--- src/tcl_cfg.svh ---
// Constants for the test control register bank: offsets, field positions,
// reset values and default unlock keys.
// Assumes an 8-bit register port with 7-bit addresses.
`ifndef TCL_CFG_SVH
`define TCL_CFG_SVH

`define TCL_ADDR_W 7
`define TCL_ADDR_PUMP 7'h2A
`define TCL_ADDR_HALT 7'h2B
`define TCL_ADDR_BGAP 7'h2C
`define TCL_ADDR_KEY1 7'h3F
`define TCL_ADDR_KEY2 7'h40
`define TCL_ADDR_TEST 7'h41

`define TCL_RST_PUMP 8'h01
`define TCL_RST_HALT 8'h10
`define TCL_RST_BGAP 8'h00
`define TCL_RST_KEY 8'h00
`define TCL_RST_TEST 8'h00

`define TCL_BIT_PUMP_EN 4
`define TCL_BIT_PUMP_SEL 0
`define TCL_BIT_HALT_PWR 4
`define TCL_BIT_HALT_X4 1
`define TCL_BIT_HALT_DIS 0
`define TCL_BIT_BGAP 0
`define TCL_TEST_MSB 3

// Position of each register in the lock set parameter.
`define TCL_SET_PUMP 0
`define TCL_SET_HALT 1
`define TCL_SET_BGAP 2
`define TCL_SET_TEST 5
`define TCL_SET_DEF 6'h3F

// Default key values are arbitrary.
`define TCL_KEY1_DEF 8'h5A
`define TCL_KEY2_DEF 8'hC3

`endif

--- src/tcl_pkg.sv ---
// Types shared by the test control register bank.
// Uses no constants from tcl_cfg.svh; all enum values are written here.
`default_nettype none
package tcl_pkg;
  typedef enum logic [3:0] {
    TCL_TM_NORMAL = 4'h0,
    TCL_TM_SCAN = 4'h1,
    TCL_TM_IDDQ = 4'h2,
    TCL_TM_OUT_HIGH = 4'h3,
    TCL_TM_OUT_LOW = 4'h4,
    TCL_TM_IN_LOW = 4'h5,
    TCL_TM_IN_HIGH = 4'h6,
    TCL_TM_HIGH_Z = 4'h7
  } tcl_test_mode_t;

  typedef struct packed {
    logic pump_mode_reg_enable;
    logic pump_mode_select;
    logic halt_detector_power;
    logic halt_detector_quad_current;
    logic halt_detector_disable;
    logic bandgap_power;
  } tcl_analog_t;

  typedef struct packed {
    logic scan;
    logic iddq;
    logic out_high;
    logic out_low;
    logic in_low;
    logic in_high;
    logic high_z;
  } tcl_test_dec_t;
endpackage
`default_nettype wire
--- src/tcl_bank.sv ---
// Test and analog control register bank with two-word unlock key.
// Assumes a synchronous single-cycle register port from the serial
// control decoder, and a raw clock halt detector output from analog.
// How it works
// - The register pump mode choice applies only while its enable bit is 1.
// - Pump mode select is 0 for normal, 1 for constant current; resets to 1.
// - Halt detector power bit 0 powers down, 1 powers up; resets to 1.
// - Halt detector current bit 1 runs at four times current; resets to 0.
// - Halt detector disable bit 1 disables it and forces its output to 1.
// - Bandgap power bit keeps the bandgap down at 0 and up at 1 in test.
// - Test registers unlock only while both key words hold their values.
// - While locked, test register writes are ignored and reads give 0.
// - The 4-bit test field decodes normal, scan, IDDQ and five pin test modes.
`include "tcl_cfg.svh"
`default_nettype none
module tcl_bank #(
  parameter logic [7:0] KEY_ONE = `TCL_KEY1_DEF,
  parameter logic [7:0] KEY_TWO = `TCL_KEY2_DEF,
  parameter logic [5:0] TEST_SET = `TCL_SET_DEF,
  parameter int ADDR_W = `TCL_ADDR_W
) (
  // Clock and reset
  input wire logic core_clk,
  input wire logic sys_rst,
  // Register port
  input wire logic reg_wr,
  input wire logic reg_rd,
  input wire logic [ADDR_W-1:0] reg_addr,
  input wire logic [7:0] reg_wdata,
  output logic [7:0] reg_rdata_r,
  // Analog side
  input wire logic halt_detect_raw,
  input wire logic pump_mode_hw,
  input wire logic test_mode_active,
  output tcl_pkg::tcl_analog_t analog_r,
  output logic pump_mode_eff_r,
  output logic halt_detect_out_r,
  output logic bandgap_on_r,
  output logic unlocked_r,
  output tcl_pkg::tcl_test_mode_t test_mode_r,
  output tcl_pkg::tcl_test_dec_t test_dec_r
);

  // TEST_SET bit order: pump, halt, bandgap, unused, unused, test select.
  // The decoder compares against fixed offsets, so no other width works.
  if (ADDR_W != `TCL_ADDR_W) begin : g_addr_w_check
    $error("tcl_bank supports a 7-bit register address only");
  end

  // ----------------------------------------------------------------
  // Register storage
  // ----------------------------------------------------------------
  logic [7:0] pump_r, halt_r, bgap_r, key1_r, key2_r, test_r;
  logic [7:0] pump_nxt, halt_nxt, bgap_nxt, key1_nxt, key2_nxt, test_nxt;
  logic unlocked;
  logic [7:0] rdata_nxt;

  function automatic logic gated(input logic [ADDR_W-1:0] a,
    input logic open_now);
    logic hit;
    hit = 1'b0;
    unique case (a)
      `TCL_ADDR_PUMP: hit = TEST_SET[`TCL_SET_PUMP];
      `TCL_ADDR_HALT: hit = TEST_SET[`TCL_SET_HALT];
      `TCL_ADDR_BGAP: hit = TEST_SET[`TCL_SET_BGAP];
      `TCL_ADDR_TEST: hit = TEST_SET[`TCL_SET_TEST];
      default: hit = 1'b0;
    endcase
    return hit && !open_now;
  endfunction

  // Both key words are compared in one place so the live lock and its
  // registered copy can never disagree.
  function automatic logic keys_match(input logic [7:0] k1,
    input logic [7:0] k2);
    return (k1 == KEY_ONE) && (k2 == KEY_TWO);
  endfunction

  // One field map serves the reset value and the live decode, so the
  // two cannot drift apart when a bit moves.
  function automatic tcl_pkg::tcl_analog_t split_fields(
    input logic [7:0] pump,
    input logic [7:0] halt,
    input logic [7:0] bgap
  );
    tcl_pkg::tcl_analog_t f;
    f.pump_mode_reg_enable = pump[`TCL_BIT_PUMP_EN];
    f.pump_mode_select = pump[`TCL_BIT_PUMP_SEL];
    f.halt_detector_power = halt[`TCL_BIT_HALT_PWR];
    f.halt_detector_quad_current = halt[`TCL_BIT_HALT_X4];
    f.halt_detector_disable = halt[`TCL_BIT_HALT_DIS];
    f.bandgap_power = bgap[`TCL_BIT_BGAP];
    return f;
  endfunction

  // Lock follows the stored key words with no extra latency.
  assign unlocked = keys_match(key1_r, key2_r);

  always_comb begin
    pump_nxt = pump_r;
    halt_nxt = halt_r;
    bgap_nxt = bgap_r;
    key1_nxt = key1_r;
    key2_nxt = key2_r;
    test_nxt = test_r;
    rdata_nxt = 8'h00;
    // Whole bytes are stored so reserved bits read back as written.
    if (reg_wr && !gated(reg_addr, unlocked)) begin
      unique case (reg_addr)
        `TCL_ADDR_PUMP: pump_nxt = reg_wdata;
        `TCL_ADDR_HALT: halt_nxt = reg_wdata;
        `TCL_ADDR_BGAP: bgap_nxt = reg_wdata;
        `TCL_ADDR_KEY1: key1_nxt = reg_wdata;
        `TCL_ADDR_KEY2: key2_nxt = reg_wdata;
        `TCL_ADDR_TEST: test_nxt = reg_wdata;
        default: ;
      endcase
    end
    if (reg_rd && !gated(reg_addr, unlocked)) begin
      unique case (reg_addr)
        `TCL_ADDR_PUMP: rdata_nxt = pump_r;
        `TCL_ADDR_HALT: rdata_nxt = halt_r;
        `TCL_ADDR_BGAP: rdata_nxt = bgap_r;
        `TCL_ADDR_KEY1: rdata_nxt = key1_r;
        `TCL_ADDR_KEY2: rdata_nxt = key2_r;
        `TCL_ADDR_TEST: rdata_nxt = test_r;
        default: rdata_nxt = 8'h00;
      endcase
    end
  end

  always_ff @(posedge core_clk or posedge sys_rst) begin
    if (sys_rst) begin
      pump_r <= `TCL_RST_PUMP;
      halt_r <= `TCL_RST_HALT;
      bgap_r <= `TCL_RST_BGAP;
      key1_r <= `TCL_RST_KEY;
      key2_r <= `TCL_RST_KEY;
      test_r <= `TCL_RST_TEST;
      reg_rdata_r <= 8'h00;
    end else begin
      pump_r <= pump_nxt;
      halt_r <= halt_nxt;
      bgap_r <= bgap_nxt;
      key1_r <= key1_nxt;
      key2_r <= key2_nxt;
      test_r <= test_nxt;
      reg_rdata_r <= rdata_nxt;
    end
  end

  // ----------------------------------------------------------------
  // Output decode
  // ----------------------------------------------------------------
  tcl_pkg::tcl_analog_t analog_nxt;
  tcl_pkg::tcl_test_mode_t mode_nxt;
  tcl_pkg::tcl_test_dec_t dec_nxt;
  logic pump_eff_nxt, halt_out_nxt, bgap_on_nxt;

  always_comb begin
    analog_nxt = split_fields(pump_nxt, halt_nxt, bgap_nxt);
    // Register select overrides the hardware choice only when enabled.
    pump_eff_nxt = pump_nxt[`TCL_BIT_PUMP_EN] ?
      pump_nxt[`TCL_BIT_PUMP_SEL] : pump_mode_hw;
    // A disabled detector must look like a running clock downstream.
    halt_out_nxt = halt_nxt[`TCL_BIT_HALT_DIS] | halt_detect_raw;
    bgap_on_nxt = test_mode_active & bgap_nxt[`TCL_BIT_BGAP];
    mode_nxt = tcl_pkg::tcl_test_mode_t'(test_nxt[`TCL_TEST_MSB:0]);
    dec_nxt.scan = (mode_nxt == tcl_pkg::TCL_TM_SCAN);
    dec_nxt.iddq = (mode_nxt == tcl_pkg::TCL_TM_IDDQ);
    dec_nxt.out_high = (mode_nxt == tcl_pkg::TCL_TM_OUT_HIGH);
    dec_nxt.out_low = (mode_nxt == tcl_pkg::TCL_TM_OUT_LOW);
    dec_nxt.in_low = (mode_nxt == tcl_pkg::TCL_TM_IN_LOW);
    dec_nxt.in_high = (mode_nxt == tcl_pkg::TCL_TM_IN_HIGH);
    dec_nxt.high_z = (mode_nxt == tcl_pkg::TCL_TM_HIGH_Z);
  end

  always_ff @(posedge core_clk or posedge sys_rst) begin
    if (sys_rst) begin
      analog_r <= split_fields(`TCL_RST_PUMP, `TCL_RST_HALT, `TCL_RST_BGAP);
      pump_mode_eff_r <= 1'b0;
      halt_detect_out_r <= 1'b0;
      bandgap_on_r <= 1'b0;
      unlocked_r <= 1'b0;
      test_mode_r <= tcl_pkg::TCL_TM_NORMAL;
      test_dec_r <= '0;
    end else begin
      analog_r <= analog_nxt;
      pump_mode_eff_r <= pump_eff_nxt;
      halt_detect_out_r <= halt_out_nxt;
      bandgap_on_r <= bgap_on_nxt;
      unlocked_r <= keys_match(key1_nxt, key2_nxt);
      test_mode_r <= mode_nxt;
      test_dec_r <= dec_nxt;
    end
  end

  // ----------------------------------------------------------------
  // Assertions
  // ----------------------------------------------------------------
  property p_pump_sel;
    @(posedge core_clk) disable iff (sys_rst)
      pump_r[`TCL_BIT_PUMP_EN] |->
        pump_mode_eff_r == pump_r[`TCL_BIT_PUMP_SEL];
  endproperty
  a_pump_sel: assert property (p_pump_sel) else $error("pump sel");

  property p_pump_hw;
    @(posedge core_clk) disable iff (sys_rst)
      (!pump_nxt[`TCL_BIT_PUMP_EN]) |=>
        pump_mode_eff_r == $past(pump_mode_hw);
  endproperty
  a_pump_hw: assert property (p_pump_hw) else $error("pump hw");

  property p_halt_pwr;
    @(posedge core_clk) disable iff (sys_rst)
      1'b1 |=> analog_r.halt_detector_power == halt_r[`TCL_BIT_HALT_PWR];
  endproperty
  a_halt_pwr: assert property (p_halt_pwr) else $error("halt pwr");

  property p_halt_x4;
    @(posedge core_clk) disable iff (sys_rst)
      1'b1 |=> analog_r.halt_detector_quad_current ==
        halt_r[`TCL_BIT_HALT_X4];
  endproperty
  a_halt_x4: assert property (p_halt_x4) else $error("halt x4");

  property p_halt_dis;
    @(posedge core_clk) disable iff (sys_rst)
      halt_nxt[`TCL_BIT_HALT_DIS] |=> halt_detect_out_r;
  endproperty
  a_halt_dis: assert property (p_halt_dis) else $error("halt dis");

  property p_bgap;
    @(posedge core_clk) disable iff (sys_rst)
      !test_mode_active |=> !bandgap_on_r;
  endproperty
  a_bgap: assert property (p_bgap) else $error("bandgap on");

  property p_key_bad;
    @(posedge core_clk) disable iff (sys_rst)
      (reg_wr && reg_addr == `TCL_ADDR_KEY2 && reg_wdata != KEY_TWO)
        |=> !unlocked_r;
  endproperty
  a_key_bad: assert property (p_key_bad) else $error("bad key");

  property p_lock_wr;
    @(posedge core_clk) disable iff (sys_rst)
      (reg_wr && !unlocked && reg_addr == `TCL_ADDR_TEST &&
        TEST_SET[`TCL_SET_TEST])
        |=> $stable(test_r);
  endproperty
  a_lock_wr: assert property (p_lock_wr) else $error("locked write");

  property p_lock_rd;
    @(posedge core_clk) disable iff (sys_rst)
      (reg_rd && !unlocked && reg_addr == `TCL_ADDR_PUMP &&
        TEST_SET[`TCL_SET_PUMP])
        |=> reg_rdata_r == 8'h00;
  endproperty
  a_lock_rd: assert property (p_lock_rd) else $error("locked read");

  property p_mode;
    @(posedge core_clk) disable iff (sys_rst)
      test_dec_r.high_z |-> test_mode_r == tcl_pkg::TCL_TM_HIGH_Z;
  endproperty
  a_mode: assert property (p_mode) else $error("mode decode");

  property p_open_wr;
    @(posedge core_clk) disable iff (sys_rst)
      (reg_wr && unlocked && reg_addr == `TCL_ADDR_TEST)
        |=> test_r == $past(reg_wdata);
  endproperty
  a_open_wr: assert property (p_open_wr) else $error("open write");

  property p_rsvd_kept;
    @(posedge core_clk) disable iff (sys_rst)
      (reg_wr && unlocked && reg_addr == `TCL_ADDR_HALT)
        |=> halt_r == $past(reg_wdata);
  endproperty
  a_rsvd_kept: assert property (p_rsvd_kept) else $error("rsvd");

  property p_dec_onehot;
    @(posedge core_clk) disable iff (sys_rst)
      $onehot0(test_dec_r);
  endproperty
  a_dec_onehot: assert property (p_dec_onehot) else $error("dec");

  property p_bgap_on;
    @(posedge core_clk) disable iff (sys_rst)
      (test_mode_active && bgap_nxt[`TCL_BIT_BGAP]) |=> bandgap_on_r;
  endproperty
  a_bgap_on: assert property (p_bgap_on) else $error("bandgap off");

  property p_halt_live;
    @(posedge core_clk) disable iff (sys_rst)
      !halt_nxt[`TCL_BIT_HALT_DIS] |=>
        halt_detect_out_r == $past(halt_detect_raw);
  endproperty
  a_halt_live: assert property (p_halt_live) else $error("halt live");

  property p_key_rd;
    @(posedge core_clk) disable iff (sys_rst)
      (reg_rd && reg_addr == `TCL_ADDR_KEY1) |=>
        reg_rdata_r == $past(key1_r);
  endproperty
  a_key_rd: assert property (p_key_rd) else $error("key read");

  c_unlock: cover property (@(posedge core_clk) disable iff (sys_rst)
    $rose(unlocked_r));
  c_pump: cover property (@(posedge core_clk) disable iff (sys_rst)
    analog_r.pump_mode_reg_enable && !pump_mode_eff_r);
  c_hiz: cover property (@(posedge core_clk) disable iff (sys_rst)
    test_dec_r.high_z);
  c_relock: cover property (@(posedge core_clk) disable iff (sys_rst)
    $fell(unlocked_r));
endmodule
`default_nettype wire

--- config.mk ---
export PLATFORM = sky130hd
export DESIGN_NAME = tcl_bank
export DESIGN_NICKNAME = d
export VERILOG_FILES = /design/src/tcl_pkg.sv /design/src/tcl_bank.sv
export VERILOG_INCLUDE_DIRS = /design/src
export SDC_FILE = /design/constraint.sdc
export NUM_CORES = 1
export LEC_CHECK = 0
export BUFFER_PORTS_ARGS = -buffer_cell sky130_fd_sc_hd__buf_2
export CORE_MARGIN = 10
export CORE_UTILIZATION = 61
export DETAILED_ROUTE_END_ITERATION = 6
export GPL_ROUTABILITY_DRIVEN = 1
export PLACE_DENSITY = 0.85
export SLEW_MARGIN = 15
export SYNTH_ARGS = -nofsm -noshare
export SYNTH_HDL_FRONTEND = slang
export SYNTH_SLANG_ARGS = --single-unit
--- constraint.sdc ---
create_clock -name core_clk -period 3.76 [get_ports core_clk]
set_input_delay 0.752 -clock core_clk [delete_from_list [all_inputs] [get_ports core_clk]]
set_output_delay 0.752 -clock core_clk [all_outputs]
set_load 0.01 [all_outputs]
==> flow_summary.json <==
{
  "hold_viol_final": 0,
  "peakVddDrop_uv": 302,
  "holdWs_ps": 386,
  "dpl.hpwl_um": 5100,
  "final_cell_mix": "dfrtp_1 (65), buf_2 (50), mux2_2 (49)",
  "setup-tns-final_ps": 0,
  "drtAntennaViolNets": 0,
  "cts.path.max_buffers": 2,
  "placed_area_um2": 3450,
  "clkLatencyLatePin_ps": 350,
  "min_period_ps": 2500,
  "drv_slew": 0,
  "synth_cell_type_count": 37,
  "initial_core_util": 0.635,
  "syn_inst": 263,
  "grt_pass1_vias": 2298,
  "cts.clk_slew.worst_paths_ps": 80,
  "finalWeightedCongestion": 0.901,
  "core_um2": 5140,
  "htreeDepth": 3,
  "startpoint_type": "input pin",
  "worstRegToRegCells": 4,
  "dp.cells": 360,
  "r2r_setup_slack_ps": 1500,
  "grt_overflow": 0,
  "regToRegEndpoint": "test_r[0]$_DFF_PP0_",
  "yosysSeqAreaShare": 0.515,
  "drive_gt1_frac": 0.428,
  "setup_violations": 0,
  "rsz0062_at_grt": "false",
  "die_h_um": 93.1,
  "path_max_fanout": 15,
  "cts_setup_buffers": 0,
  "worst_pin_slew_ps": 794,
  "cap_violations": 0,
  "cts_tree": "built",
  "grt_max_degree": 26,
  "die_w_um": 93.1,
  "criticalPathCategory": "in -> reg",
  "netlist_area_um2": 3260,
  "portBuffers": 50,
  "fin_nets": 323,
  "yosysWarningCount": 0,
  "wl_per_cell_um": 19.1,
  "cts_sinks": 67,
  "syn2layout_area_growth_pct": 12.7,
  "dieArea_um2": 8670,
  "grt_usage": 0.174,
  "routed_wl_um": 7180,
  "avgViaCountPerCell": 5.99,
  "r2r_start": "key2_r[5]$_DFF_PP0_",
  "cts_buffers": 9,
  "ys_ff_latch": 67,
  "cp-end-kind": "flip-flop",
  "fmax_ghz": 0.401,
  "p_total_mw": 1.51,
  "required_ps": 4000,
  "drt_iter0_markers": 172,
  "final_cell_area_um2": 3670,
  "power_density_nw_per_um2": 412,
  "fin_crit_sh": 0.664,
  "hold_buffers": 0,
  "fin_cells": 376,
  "row_count": 26,
  "io_pins": 51,
  "outcome": "complete, no violations",
  "grt_pass1_wl_um": 11900,
  "synth_area_per_cell_um2": 12.4,
  "p_leak_nw": 1.81,
  "hold_class": "in -> async",
  "clock_skew_ps": 9.23,
  "vias": 2254,
  "pre_cts_ws_ps": 892,
  "num-fill-cells": 396,
  "antennaDiodeCount": 0,
  "setup_slack_ps": 1260,
  "final_common_cell": "dfrtp_1",
  "utilization": 0.715,
  "antenna_found_initial": 0,
  "cts.repair.resized": 0,
  "root_buffer": "clkbuf_8",
  "route.detailed.drc": 0,
  "syn_nets": 285,
  "slew_headroom": 0.471,
  "first_pass_iters": 4,
  "arrival_ps": 2730
}
-- how the worst max path moves through the flow --
stage                     start                endpoint  slack [ps]
global placement    reg_addr[1]     test_r[3]$_DFF_PP0_         950
CTS                 reg_addr[1]     test_r[0]$_DFF_PP0_        1270
floorplan               sys_rst  bandgap_on_r$_DFF_PP0_        1330
global route        reg_addr[1]     test_r[0]$_DFF_PP0_        1160
finish              reg_addr[1]     test_r[0]$_DFF_PP0_        1260
detailed placement  reg_addr[1]     test_r[0]$_DFF_PP0_         890
-- metal layers --
metal  wire, µm  GRT usage
met4        139     0.0900
met2       3380      0.263
met1       3190      0.223
met5          0          0
met3        465     0.0504
-- critical path, cell delays in order --
cell and delay (ps):
buf_2 130, nor4b_4 320, and2_1 360, and4_1 760, mux2_2 410
-- Yosys cell counts --
cell type	number	area share
nand4b_1	1	0.0027
nor3b_1	1	0.0023
buf_4	12	0.028
mux2i_1	11	0.034
a22oi_1	17	0.039
a41oi_1	1	0.0027
o21ai_0	6	0.0092
nor2b_1	7	0.013
and2_1	4	0.0077
dfrtp_1	65	0.50
nand2_1	14	0.016
dfstp_2	2	0.016
nand3_1	7	0.011
nor2_2	1	0.0019
mux2_2	49	0.17
nand3b_1	1	0.0023
nand4_1	4	0.0077
a21boi_0	1	0.0023
a22o_1	8	0.021
and4b_1	1	0.0031
nor4b_1	1	0.0027
a221oi_1	1	0.0027
buf_12	1	0.0061
and4_1	3	0.0081
buf_1	1	0.0011
and3_1	1	0.0019
buf_2	5	0.0077
buf_6	1	0.0035
a21oi_1	8	0.012
and4bb_2	5	0.019
and3b_1	2	0.0054
a31oi_1	1	0.0019
mux2_4	3	0.014
nor2_1	7	0.0081
clkbuf_1	6	0.0069
inv_1	3	0.0035
nor4b_4	1	0.0073
-- sequential cells by signal, indices dropped and copies added, names as in the netlist --
| register | count |
|---|---|
| bgap_r | 8 |
| halt_r | 8 |
| key1_r | 8 |
| key2_r | 8 |
| pump_r | 8 |
| reg_rdata_r | 8 |
| test_r | 8 |
| test_dec_r | 7 |
| bandgap_on_r | 1 |
| halt_detect_out_r | 1 |
| pump_mode_eff_r | 1 |
| unlocked_r | 1 |
-- cells by family (layout without fill, tap and decap cells) --
family                 count (synthesis)  in the layout  share of synthesized area
DFF                                   67             67                      0.515
muxes                                 63             63                      0.217
and+or+nand+nor                       61             61                      0.120
AOI/OAI and AO/OA                     43             43                     0.0917
buffers and inverters                 29             72                     0.0564
-- power breakdown --
part / internal (mW) / total, mW / switching, mW
Combinational: 0.0360 / 0.0906 / 0.0545
Sequential: 0.736 / 0.746 / 0.0105
Clock: 0.392 / 0.678 / 0.285
Total: 1.16 / 1.51 / 0.350
-- layout make-up --
type | count | area (µm²) | share of cell area
clock inverter | 6 | 87.6 | 0.0238
sequential | 67 | 1680 | 0.457
clock buffer | 10 | 138 | 0.0375
timing repair buffer | 53 | 273 | 0.0742
tap | 70 | 87.6 | 0.0238
inverter | 3 | 11.3 | 0.00306
multi-input combinational | 167 | 1400 | 0.381
No activity file was read; power rests on OpenSTA's default activity.
